**config.mk**
```make
export PLATFORM = sky130hd
export DESIGN_NAME = hsa_top
export DESIGN_NICKNAME = d
export VERILOG_FILES = /design/src/hsa_pkg.sv /design/src/hsa_top.sv
export SDC_FILE = /design/constraint.sdc
export NUM_CORES = 1
export LEC_CHECK = 0
export ABC_AREA = 1
export ABC_CLOCK_PERIOD_IN_PS = 3200
export BUFFER_PORTS_ARGS = -buffer_cell sky130_fd_sc_hd__buf_2
export CAP_MARGIN = 10
export CORE_ASPECT_RATIO = 0.9
export CORE_MARGIN = 3
export CORE_UTILIZATION = 45
export CTS_BUF_LIST = sky130_fd_sc_hd__clkbuf_8
export CTS_CLUSTER_SIZE = 8
export DETAILED_ROUTE_END_ITERATION = 6
export GPL_TIMING_DRIVEN = 0
export PLACE_DENSITY = 0.75
export SETUP_SLACK_MARGIN = 0.1
export SLEW_MARGIN = 20
export SYNTH_ARGS = -nofsm -noshare
export SYNTH_HDL_FRONTEND = slang
export SYNTH_SLANG_ARGS = --single-unit
```
**constraint.sdc**
```tcl
create_clock -name mclk_i -period 3.2 [get_ports mclk_i]
set_input_delay 0.32 -clock mclk_i [delete_from_list [all_inputs] [get_ports mclk_i]]
set_output_delay 0.32 -clock mclk_i [all_outputs]
set_load 0.1 [all_outputs]
```
**src/hsa_pkg.sv**
```systemverilog
// Purpose: Constants for the health and status flag aggregator.
// Assumes: 125 MHz system clock, 32-bit classic Wishbone register access.
// Notes:   Register offsets are byte addresses, one aligned word each.
// How it works
// - Board temperature fault is environment bit 0; summary ORs the field.
// - User port summary at link bit 0, aiding at bit 1; flag ORs field.
// - User port faults: tx ovf 0, rx ovf 1, frame 2, break 3, parity 4.
// - User port summary is high exactly while any user port fault bit is set.
// - Aiding port has the same five-bit layout; summary ORs field.
// - Navigation summary at program bit 0, data at bit 1; flag ORs field.
// - Navigation faults: start fail 0, sensor limit 1, deadline miss 2; ORed.
// - Checksum fault at bit 0, iron parameters at bit 1; summary ORs field.
// - Navigation and data faults are instantly fatal; others are soft.
// - HW condition: pulse 0, receiver 1, no differential fix 2, memory 3.
// - Hardware condition summary ORs the field ANDed with its mask.
// - Link condition bit 0 set while no external fix data arrives.
// - Link condition summary ORs the field ANDed with its mask.
// - Program condition: starting 0, gain 1, orientation only 2, yaw turn 3.
// - Program condition summary ORs the field ANDed with its mask.
// - Yaw turn flag set only while yaw rate magnitude exceeds the threshold.
// - Top alert ORs hardware, sensor, link and program condition summaries.
// - Soft faults feed a leaky counter; its threshold latches fatal.
// - Hardware fault flag ORs power and environment fault summaries.

`default_nettype none

package hsa_pkg;

    // Register byte offsets
    localparam logic [7:0] OFS_ENV_FAULT   = 8'h00;
    localparam logic [7:0] OFS_LINK_FAULT  = 8'h04;
    localparam logic [7:0] OFS_USER_FAULT  = 8'h08;
    localparam logic [7:0] OFS_AID_FAULT   = 8'h0C;
    localparam logic [7:0] OFS_PROG_FAULT  = 8'h10;
    localparam logic [7:0] OFS_NAV_FAULT   = 8'h14;
    localparam logic [7:0] OFS_DATA_FAULT  = 8'h18;
    localparam logic [7:0] OFS_HW_COND     = 8'h1C;
    localparam logic [7:0] OFS_LINK_COND   = 8'h20;
    localparam logic [7:0] OFS_PROG_COND   = 8'h24;
    localparam logic [7:0] OFS_HW_MASK     = 8'h28;
    localparam logic [7:0] OFS_LINK_MASK   = 8'h2C;
    localparam logic [7:0] OFS_PROG_MASK   = 8'h30;
    localparam logic [7:0] OFS_YAW_THR     = 8'h34;
    localparam logic [7:0] OFS_SOFT_THR    = 8'h38;
    localparam logic [7:0] OFS_CONTROL     = 8'h3C;
    localparam logic [7:0] OFS_HEALTH      = 8'h40;

    // Implemented bits of each 16-bit field
    localparam logic [15:0] VLD_ENV        = 16'h0001;
    localparam logic [15:0] VLD_LINK_FAULT = 16'h0003;
    localparam logic [15:0] VLD_PORT       = 16'h001F;
    localparam logic [15:0] VLD_PROG_FAULT = 16'h0003;
    localparam logic [15:0] VLD_NAV        = 16'h0007;
    localparam logic [15:0] VLD_DATA       = 16'h0003;
    localparam logic [15:0] VLD_HW_COND    = 16'h000F;
    localparam logic [15:0] VLD_LINK_COND  = 16'h0001;
    localparam logic [15:0] VLD_PROG_COND  = 16'h000F;

    // Field bit positions
    localparam int BIT_TEMP        = 0;
    localparam int BIT_USER_PORT   = 0;
    localparam int BIT_AID_PORT    = 1;
    localparam int BIT_NAV_SUM     = 0;
    localparam int BIT_DATA_SUM    = 1;
    localparam int BIT_CHECKSUM    = 0;
    localparam int BIT_IRON        = 1;
    localparam int BIT_MEM_OPEN    = 3;
    localparam int BIT_NO_EXT_FIX  = 0;
    localparam int BIT_STARTING    = 0;
    localparam int BIT_GAIN        = 1;
    localparam int BIT_ORIENT_ONLY = 2;
    localparam int BIT_YAW_TURN    = 3;
    localparam int BIT_CLR_CAL     = 0;
    localparam int BIT_CLR_FATAL   = 1;

    // Top health word positions
    localparam int HW_FATAL      = 0;
    localparam int HW_HWFAULT    = 1;
    localparam int HW_LINKFAULT  = 2;
    localparam int HW_PROGFAULT  = 3;
    localparam int HW_ALERT      = 8;
    localparam int HW_HWCOND     = 9;
    localparam int HW_LINKCOND   = 10;
    localparam int HW_PROGCOND   = 11;
    localparam int HW_SENSCOND   = 12;

    // Reset values
    localparam logic [15:0] RST_HW_MASK   = 16'h0000;
    localparam logic [15:0] RST_LINK_MASK = 16'h0001;
    localparam logic [15:0] RST_PROG_MASK = 16'h0003;
    localparam logic [15:0] RST_YAW_THR   = 16'h0100;
    localparam logic [7:0]  RST_SOFT_THR  = 8'h10;

    // Leak counter
    localparam int          CNT_W     = 8;
    localparam logic [7:0]  SOFT_STEP = 8'h04;
    localparam logic [7:0]  CNT_MAX   = 8'hFF;

    // Timing: leak period
    localparam int CLK_PERIOD_NS  = 8;
    localparam int LEAK_PERIOD_NS = 1000000;
    localparam int LEAK_CYCLES    = LEAK_PERIOD_NS / CLK_PERIOD_NS;

endpackage

`default_nettype wire

```
**src/hsa_top.sv**
```systemverilog
// Purpose: Fault and condition flag tree with Wishbone register access.
// Assumes: Leaf inputs come from logic on mclk_i; yaw rate is signed.
// Notes:   Summaries are combinational so they track leaves the same cycle.
//
// The implementer's own choices: the address map and the Wishbone interface to the registers.

`default_nettype none

module hsa_top #(
    parameter int LEAK_TICK = hsa_pkg::LEAK_CYCLES
) (
    // Clock and reset
    input  wire logic        mclk_i,
    input  wire logic        rst_i,
    // Wishbone slave
    input  wire logic        wb_cyc_i,
    input  wire logic        wb_stb_i,
    input  wire logic        wb_we_i,
    input  wire logic [7:0]  wb_adr_i,
    input  wire logic [3:0]  wb_sel_i,
    input  wire logic [31:0] wb_dat_i,
    output logic      [31:0] wb_dat_o,
    output logic             wb_ack_o,
    // Fault leaves
    input  wire logic        board_temperature_fault_i,
    input  wire logic [4:0]  user_port_fault_i,
    input  wire logic [4:0]  aiding_port_fault_i,
    input  wire logic [2:0]  navigation_fault_i,
    input  wire logic        cal_checksum_mismatch_i,
    input  wire logic        cal_write_cmd_i,
    input  wire logic        iron_param_fault_i,
    // Condition leaves
    input  wire logic [3:0]  hw_condition_i,
    input  wire logic        external_fix_data_i,
    input  wire logic        navigation_starting_i,
    input  wire logic        gain_level_flag_i,
    input  wire logic        orientation_only_tracking_i,
    input  wire logic [15:0] yaw_rate_i,
    // Neighbouring branches
    input  wire logic        power_fault_summary_i,
    input  wire logic        sensor_condition_summary_i,
    // Summaries
    output logic             environment_fault_summary_o,
    output logic             user_port_fault_summary_o,
    output logic             aiding_port_fault_summary_o,
    output logic             link_fault_flag_o,
    output logic             navigation_fault_summary_o,
    output logic             stored_data_fault_summary_o,
    output logic             program_fault_flag_o,
    output logic             hw_fault_flag_o,
    output logic             hw_condition_summary_o,
    output logic             link_condition_summary_o,
    output logic             program_condition_summary_o,
    output logic             top_alert_flag_o,
    output logic             top_fatal_flag_o,
    output logic             soft_fault_o
);
    import hsa_pkg::*;

    typedef struct packed {
        logic [15:0]      hw_mask;
        logic [15:0]      link_mask;
        logic [15:0]      prog_mask;
        logic [15:0]      yaw_thr;
        logic [CNT_W-1:0] soft_thr;
        logic [CNT_W-1:0] leak_cnt;
        logic [31:0]      div_cnt;
        logic             cal_comp;
        logic             fatal_latch;
        logic             ack;
        logic [31:0]      rdat;
    } hsa_state_t;

    hsa_state_t st_r;
    hsa_state_t st_nxt;

    logic [15:0] env_flags;
    logic [15:0] link_fault;
    logic [15:0] user_flags;
    logic [15:0] aid_flags;
    logic [15:0] prog_fault;
    logic [15:0] nav_flags;
    logic [15:0] data_flags;
    logic [15:0] hw_cond;
    logic [15:0] link_cond;
    logic [15:0] prog_cond;
    logic [15:0] health;
    logic [15:0] yaw_mag;
    logic        yaw_turn;
    logic        hard_fault;
    logic        tick;
    logic        wr_acc;
    logic [31:0] wmask;

    // Leaf fields, reserved bits forced low
    assign env_flags  = {15'h0000, board_temperature_fault_i};
    assign user_flags = {11'h000, user_port_fault_i} & VLD_PORT;
    assign aid_flags  = {11'h000, aiding_port_fault_i} & VLD_PORT;
    assign nav_flags  = {13'h0000, navigation_fault_i} & VLD_NAV;

    always_comb begin
        data_flags = 16'h0000;
        data_flags[BIT_CHECKSUM] = cal_checksum_mismatch_i | st_r.cal_comp;
        data_flags[BIT_IRON] = iron_param_fault_i;
    end

    // Intermediate summaries
    assign environment_fault_summary_o = |(env_flags & VLD_ENV);
    assign user_port_fault_summary_o   = |user_flags;
    assign aiding_port_fault_summary_o = |aid_flags;
    assign navigation_fault_summary_o  = |nav_flags;
    assign stored_data_fault_summary_o = |(data_flags & VLD_DATA);

    always_comb begin
        link_fault = 16'h0000;
        link_fault[BIT_USER_PORT] = user_port_fault_summary_o;
        link_fault[BIT_AID_PORT]  = aiding_port_fault_summary_o;
        prog_fault = 16'h0000;
        prog_fault[BIT_NAV_SUM]  = navigation_fault_summary_o;
        prog_fault[BIT_DATA_SUM] = stored_data_fault_summary_o;
    end

    assign link_fault_flag_o    = |(link_fault & VLD_LINK_FAULT);
    assign program_fault_flag_o = |(prog_fault & VLD_PROG_FAULT);
    assign hw_fault_flag_o = power_fault_summary_i
                           | environment_fault_summary_o;

    // Yaw turn: magnitude of a signed rate against the threshold
    assign yaw_mag  = yaw_rate_i[15] ? 16'(-yaw_rate_i) : yaw_rate_i;
    assign yaw_turn = yaw_mag > st_r.yaw_thr;

    // Condition fields
    always_comb begin
        hw_cond = {12'h000, hw_condition_i} & VLD_HW_COND;
        link_cond = 16'h0000;
        link_cond[BIT_NO_EXT_FIX] = ~external_fix_data_i;
        prog_cond = 16'h0000;
        prog_cond[BIT_STARTING]    = navigation_starting_i;
        prog_cond[BIT_GAIN]        = gain_level_flag_i;
        prog_cond[BIT_ORIENT_ONLY] = orientation_only_tracking_i;
        prog_cond[BIT_YAW_TURN]    = yaw_turn;
    end

    // Masked condition summaries
    assign hw_condition_summary_o   = |(hw_cond & st_r.hw_mask);
    assign link_condition_summary_o = |(link_cond & st_r.link_mask);
    assign program_condition_summary_o = |(prog_cond & st_r.prog_mask);
    assign top_alert_flag_o = hw_condition_summary_o
                            | sensor_condition_summary_i
                            | link_condition_summary_o
                            | program_condition_summary_o;

    // Hard faults are fatal at once; soft ones only via the counter
    assign hard_fault = navigation_fault_summary_o
                      | stored_data_fault_summary_o;
    assign soft_fault_o = hw_fault_flag_o | link_fault_flag_o;
    assign top_fatal_flag_o = hard_fault | st_r.fatal_latch;

    always_comb begin
        health = 16'h0000;
        health[HW_FATAL]     = top_fatal_flag_o;
        health[HW_HWFAULT]   = hw_fault_flag_o;
        health[HW_LINKFAULT] = link_fault_flag_o;
        health[HW_PROGFAULT] = program_fault_flag_o;
        health[HW_ALERT]     = top_alert_flag_o;
        health[HW_HWCOND]    = hw_condition_summary_o;
        health[HW_LINKCOND]  = link_condition_summary_o;
        health[HW_PROGCOND]  = program_condition_summary_o;
        health[HW_SENSCOND]  = sensor_condition_summary_i;
    end

    assign tick   = st_r.div_cnt == 32'(LEAK_TICK - 1);
    assign wr_acc = wb_cyc_i & wb_stb_i & wb_we_i & ~st_r.ack;
    assign wmask  = {{8{wb_sel_i[3]}}, {8{wb_sel_i[2]}},
                     {8{wb_sel_i[1]}}, {8{wb_sel_i[0]}}};

    always_comb begin
        st_nxt = st_r;
        // Single-wait-state ack: drops the cycle after it is given
        st_nxt.ack = wb_cyc_i & wb_stb_i & ~st_r.ack;
        st_nxt.rdat = 32'h0000_0000;
        if (wb_cyc_i && wb_stb_i && !st_r.ack && !wb_we_i) begin
            case (wb_adr_i & 8'hFC)
                OFS_ENV_FAULT:  st_nxt.rdat = {16'h0000, env_flags};
                OFS_LINK_FAULT: st_nxt.rdat = {16'h0000, link_fault};
                OFS_USER_FAULT: st_nxt.rdat = {16'h0000, user_flags};
                OFS_AID_FAULT:  st_nxt.rdat = {16'h0000, aid_flags};
                OFS_PROG_FAULT: st_nxt.rdat = {16'h0000, prog_fault};
                OFS_NAV_FAULT:  st_nxt.rdat = {16'h0000, nav_flags};
                OFS_DATA_FAULT: st_nxt.rdat = {16'h0000, data_flags};
                OFS_HW_COND:    st_nxt.rdat = {16'h0000, hw_cond};
                OFS_LINK_COND:  st_nxt.rdat = {16'h0000, link_cond};
                OFS_PROG_COND:  st_nxt.rdat = {16'h0000, prog_cond};
                OFS_HW_MASK:    st_nxt.rdat = {16'h0000, st_r.hw_mask};
                OFS_LINK_MASK:  st_nxt.rdat = {16'h0000, st_r.link_mask};
                OFS_PROG_MASK:  st_nxt.rdat = {16'h0000, st_r.prog_mask};
                OFS_YAW_THR:    st_nxt.rdat = {16'h0000, st_r.yaw_thr};
                OFS_SOFT_THR:   st_nxt.rdat = {24'h000000, st_r.soft_thr};
                OFS_CONTROL:    st_nxt.rdat = {30'h00000000,
                                               st_r.fatal_latch,
                                               st_r.cal_comp};
                OFS_HEALTH:     st_nxt.rdat = {16'h0000, health};
                default:        st_nxt.rdat = 32'h0000_0000;
            endcase
        end
        if (wr_acc) begin
            case (wb_adr_i & 8'hFC)
                OFS_HW_MASK: st_nxt.hw_mask = VLD_HW_COND &
                    ((st_r.hw_mask & ~wmask[15:0])
                     | (wb_dat_i[15:0] & wmask[15:0]));
                OFS_LINK_MASK: st_nxt.link_mask = VLD_LINK_COND &
                    ((st_r.link_mask & ~wmask[15:0])
                     | (wb_dat_i[15:0] & wmask[15:0]));
                OFS_PROG_MASK: st_nxt.prog_mask = VLD_PROG_COND &
                    ((st_r.prog_mask & ~wmask[15:0])
                     | (wb_dat_i[15:0] & wmask[15:0]));
                OFS_YAW_THR: st_nxt.yaw_thr =
                    (st_r.yaw_thr & ~wmask[15:0])
                    | (wb_dat_i[15:0] & wmask[15:0]);
                OFS_SOFT_THR: begin
                    if (wb_sel_i[0]) begin
                        st_nxt.soft_thr = wb_dat_i[CNT_W-1:0];
                    end
                end
                OFS_CONTROL: begin
                    // Write one to clear; a new set below still wins
                    if (wb_sel_i[0] && wb_dat_i[BIT_CLR_CAL]) begin
                        st_nxt.cal_comp = 1'b0;
                    end
                    if (wb_sel_i[0] && wb_dat_i[BIT_CLR_FATAL]) begin
                        st_nxt.fatal_latch = 1'b0;
                    end
                end
                default: ;
            endcase
        end
        // Calibration write command marks the stored data suspect
        if (cal_write_cmd_i) begin
            st_nxt.cal_comp = 1'b1;
        end
        // Leaky counter: climbs while soft faults persist, drains otherwise
        st_nxt.div_cnt = tick ? 32'h0000_0000 : st_r.div_cnt + 32'h1;
        if (tick) begin
            if (soft_fault_o) begin
                st_nxt.leak_cnt = (st_r.leak_cnt > CNT_MAX - SOFT_STEP)
                                ? CNT_MAX
                                : st_r.leak_cnt + SOFT_STEP;
            end else if (st_r.leak_cnt != '0) begin
                st_nxt.leak_cnt = st_r.leak_cnt - 8'h01;
            end
        end
        // Zero threshold disables escalation
        if (st_r.soft_thr != '0 && st_r.leak_cnt >= st_r.soft_thr) begin
            st_nxt.fatal_latch = 1'b1;
        end
    end

    always_ff @(posedge mclk_i or posedge rst_i) begin
        if (rst_i) begin
            st_r.hw_mask     <= RST_HW_MASK;
            st_r.link_mask   <= RST_LINK_MASK;
            st_r.prog_mask   <= RST_PROG_MASK;
            st_r.yaw_thr     <= RST_YAW_THR;
            st_r.soft_thr    <= RST_SOFT_THR;
            st_r.leak_cnt    <= '0;
            st_r.div_cnt     <= 32'h0000_0000;
            st_r.cal_comp    <= 1'b0;
            st_r.fatal_latch <= 1'b0;
            st_r.ack         <= 1'b0;
            st_r.rdat        <= 32'h0000_0000;
        end else begin
            st_r <= st_nxt;
        end
    end

    assign wb_ack_o = st_r.ack;
    assign wb_dat_o = st_r.rdat;
endmodule

`default_nettype wire

```
==> impl_summary.txt <==
----------------------------------------------------
[Worst setup path]
  Arrival time at the worst endpoint ... 2.71 ns
  Capture point of the worst reg-to-reg path ... wb_dat_o[8]$_DFF_PP0_
  Endpoint required time on the critical path ... 2.88 ns
  Reg-to-reg setup timing slack ... 1.09 ns
  Maximum fanout along the worst path ... 3
  Critical path origin ... yaw_rate_i[1]
  Last element of the critical path ... top_alert_flag_o
  Kind of start point of the critical path ... input port
  Crit Path Category ... in2out
  Number of cells traversed by the worst register-to-register path ... 10
  Crit. End Element ... output pin

[Logic synthesis]
  Sequential fraction of the synthesis area ... 36.6%
  FF+latch count, synth ... 92
  Yosys cell types ... 45
  Xor/xnor share of the synthesized area ... 5.28%
  Yosys Warn Count ... 0
  Syn Area/Cell ... 7.30 um^2
  Synthesized instance count ... 863
  Post-Synth Adder-Cell Area ... 6.35%
  Total standard cell area after synthesis ... 6300 um^2
  Number of flops mapped to enable cells by yosys ... 0
  Simple-gate portion of the synthesized area ... 29.4%
  Share of flip-flops with an asynchronous set or reset after synthesis ... 100%
  Largest family of logic cells by synthesized area ... simple AND/OR/NAND/NOR gates
  Compound-Gate Fraction of Synth Area ... 9.51%
  Top flip-flop cell by instance count after synthesis ... sky130_fd_sc_hd__dfrtp_1
  Post-synthesis mux area share ... 0%

[Die]
  Effective utilization at floorplan ... 46.6%
  Die X-Extent ... 131 um
  Num ports ... 139
  Chip height ... 118 um
  Row count ... 40
  Core area ... 13500 um^2
  Overall die area ... 15500 um^2

[Place]
  Routability congestion estimate ... 0.942
  Setup slack after placement ... -0.200 ns
  Instance area at placement ... 7120 um^2
  Half-perimeter wire length of the detailed placement result ... 13100 um
  Number of placed instances with taps included ... 1149
  Count of buffers from port buffering ... 102

[Clock network]
  CTS tree ... built
  Clk sinks ... 92
  Number of levels the H-tree was split into ... 3
  Clock transition at the registers of the reported paths ... 0.10 ns
  Root buf cell ... sky130_fd_sc_hd__clkbuf_8
  Total CTS buffers ... 9
  Worst-case clock buffer depth ... 2
  Clock insertion delay at the later pin of the skew report ... 0.38 ns

[Finish]
  Number of nets in the layout ... 1121
  Final design instance area without fill ... 7480 um^2
  Layout cell share with drive strength beyond 1 ... 20.6%
  Post-synthesis to final-layout area growth ... 18.7%
  Leading cell types in the layout, fill and taps excluded ... 190 x sky130_fd_sc_hd__nand2_1, 135 x sky130_fd_sc_hd__inv_1, 101 x sky130_fd_sc_hd__buf_2
  Most frequent standard cell in the layout excluding fill and tap cells ... sky130_fd_sc_hd__nand2_1
  Diode count ... 0
  Fin cells ... 1170

[Power]
  Ratio of total power to cell area ... 332 nW/um^2
  Leakage ... 3.90 nW
  Proportion of power drawn by combinational gates ... 15.7%
  Portion of total power attributed to the clock network ... 36.6%
  Net switching component of the power ... 0.738 mW
  Register share of total power ... 47.7%
  Internal ... 1.74 mW
  Switching power as a share of total power ... 29.8%
  IR drop worst, VDD ... 0.204 mV

[Route]
  Post-detailed-route count of antenna-violating nets ... 0
  Vias ... 6073
  Post-DR wirelength/cell ... 14.3 um
  DRC violations left ... 0
  Initial DRC count ... 582
  Final routed wirelength across all metal layers ... 16700 um
  Number of vias per cell ... 5.19
  Detailed Routing Iterations Pass 1 ... 6

[Timing]
  Fraction of the cycle the final worst path needs ... 94.6%
  Slew Limit Fails ... 0
  RSZ-0062 raised after global routing ... true
  Final worst hold slack ... 0.168 ns
  Worst-case headroom to the max-slew limit ... 38.8%
  Timing-limited maximum frequency ... 0.330 GHz
  Number of setup violations in the final report ... 0
  Crit path time final ... 3.03 ns
  Transition time at the pin with the least slew margin ... 0.916 ns
  Layout Skew ... 0.0149 ns
  Min setup slack post-route ... 0.173 ns
  Final Hold Vio Count ... 0

[Hold path]
  Startpoint of the most critical hold path ... cal_write_cmd_i
  Class of the most critical hold timing path ... in2reg

[Global routing]
  Global-route usage over all layers ... 21.1%
  Via count of the first global-routing pass ... 5516
  Wire length of the first global-routing pass ... 26400 um
  GRT overflow ... 0
  Number of antenna violations at the first check in global routing ... 0
  Maximum number of pins on one net before global-route repair ... 81

[Status]
  Status ... complete, no violations

[Job]
  Max-cap check violation count ... 0

----------------------------------------------------
==> critical path: stages <==
cell and delay (ns):
sky130_fd_sc_hd__buf_8 0.10, sky130_fd_sc_hd__nor3_4 0.22, sky130_fd_sc_hd__nand4_1 0.16, sky130_fd_sc_hd__nor3_2 0.22, sky130_fd_sc_hd__nand2_1 0.10, sky130_fd_sc_hd__nand2_2 0.10, sky130_fd_sc_hd__o21ai_2 0.06, sky130_fd_sc_hd__xor2_1 0.16
sky130_fd_sc_hd__ha_1 0.33, sky130_fd_sc_hd__a21oi_2 0.15, sky130_fd_sc_hd__o21ai_1 0.07, sky130_fd_sc_hd__a21oi_1 0.13, sky130_fd_sc_hd__nand2_1 0.13, sky130_fd_sc_hd__nand3_2 0.13, sky130_fd_sc_hd__nand3_2 0.11, sky130_fd_sc_hd__buf_12 0.20
==> cell families (layout without fill, tap and decap cells) <==
group	after synthesis	in the layout
simple gates	411	411
buf+inv	180	304
compound gates	109	109
flops	92	92
xor+xnor	38	38
fa+ha+maj	32	32
other cells	1	16
==> Yosys cell counts, types with 2 or more instances <==
library cell                count  area (um^2)
sky130_fd_sc_hd__nand3_1       39          195
sky130_fd_sc_hd__nor3b_1        2         15.0
sky130_fd_sc_hd__o2111ai_1      2         17.5
sky130_fd_sc_hd__nand4_1       29          181
sky130_fd_sc_hd__buf_2          3         15.0
sky130_fd_sc_hd__ha_1          32          400
sky130_fd_sc_hd__nor3_1        29          145
sky130_fd_sc_hd__o21ai_1        2         10.0
sky130_fd_sc_hd__buf_4         33          248
sky130_fd_sc_hd__nor4_1         8         50.1
sky130_fd_sc_hd__a21oi_1       38          190
sky130_fd_sc_hd__nand3_2        2         20.0
sky130_fd_sc_hd__clkbuf_1       3         11.3
sky130_fd_sc_hd__nor3_2         2         20.0
sky130_fd_sc_hd__nor3_4         2         32.5
sky130_fd_sc_hd__nand2_1      193          724
sky130_fd_sc_hd__nand2_2        4         25.0
sky130_fd_sc_hd__inv_1        136          510
sky130_fd_sc_hd__nor2_4         2         22.5
sky130_fd_sc_hd__xnor2_1        7         61.3
sky130_fd_sc_hd__nor2_2        10         62.6
sky130_fd_sc_hd__inv_2          4         15.0
sky130_fd_sc_hd__a31oi_1        4         25.0
sky130_fd_sc_hd__dfstp_2        5          131
sky130_fd_sc_hd__and3_1         2         12.5
sky130_fd_sc_hd__nor2_1        84          315
sky130_fd_sc_hd__o21ai_0       47          235
sky130_fd_sc_hd__o22ai_1        6         37.5
sky130_fd_sc_hd__xor2_1        31          272
sky130_fd_sc_hd__dfrtp_1       87         2180
==> power by group through the flow <==
| stage | logic (mW) | registers, mW | clock network, mW |
|---|---|---|---|
| CTS | 0.375 | 1.18 | 0.928 |
| global route | 0.423 | 1.19 | 0.967 |
| detailed placement | 0.371 | 1.21 | 0 |
| floorplan | 0.261 | 1.21 | 0 |
| global placement | 0.361 | 1.21 | 0 |
| finish | 0.388 | 1.18 | 0.908 |
==> area by class of cell <==
class	instances	area, um^2
Fill cell	1322	6030
Multi-Input combinational cell	606	3300
Sequential cell	92	2310
Timing Repair Buffer	108	624
Inverter	140	531
Buffer	40	279
Tap cell	168	210
Clock buffer	9	124
Clock inverter	7	105
==> worst min path at each step <==
stage                            endpoint  depth (start not counted)
CTS                  st_r[34]$_DFFE_PP0P_                          3
global placement       st_r[35]$_DFF_PP0_                          1
global route         st_r[34]$_DFFE_PP0P_                          3
floorplan            st_r[34]$_DFFE_PP0P_                          2
detailed placement  wb_dat_o[8]$_DFF_PP0_                          2
finish               st_r[34]$_DFFE_PP0P_                          3
==> layer usage <==
metal	wire [um]	vias to the layer above	global-route usage, %
li1	-	3011	-
met1	7900	2803	31.3
met2	7200	246	30.8
met3	1420	13	5.24
met4	206	0	5.27
met5	0	-	0
==> repair_timing <==
item | 4_1_cts | 5_1_grt
hold buffers | 1 | 0
pin swaps | 1 | 13
gates resized for setup | 5 | 22
buffers inserted | 1 | 3
endpoints found under the setup margin | 2 | 2
endpoints found under the hold margin | 12 | 0
==> through the flow <==
step	total power, mW	util (%)	TNS (ns)
final	2.48	55.4	0
after global routing	2.58	55.4	-0.132
after CTS	2.49	54.6	0
after detailed placement	1.58	52.7	-0.375
after global placement	1.57	52.4	-52.64
after floorplan	1.47	-	0
Note: power is estimated with default switching activity, not from simulation.
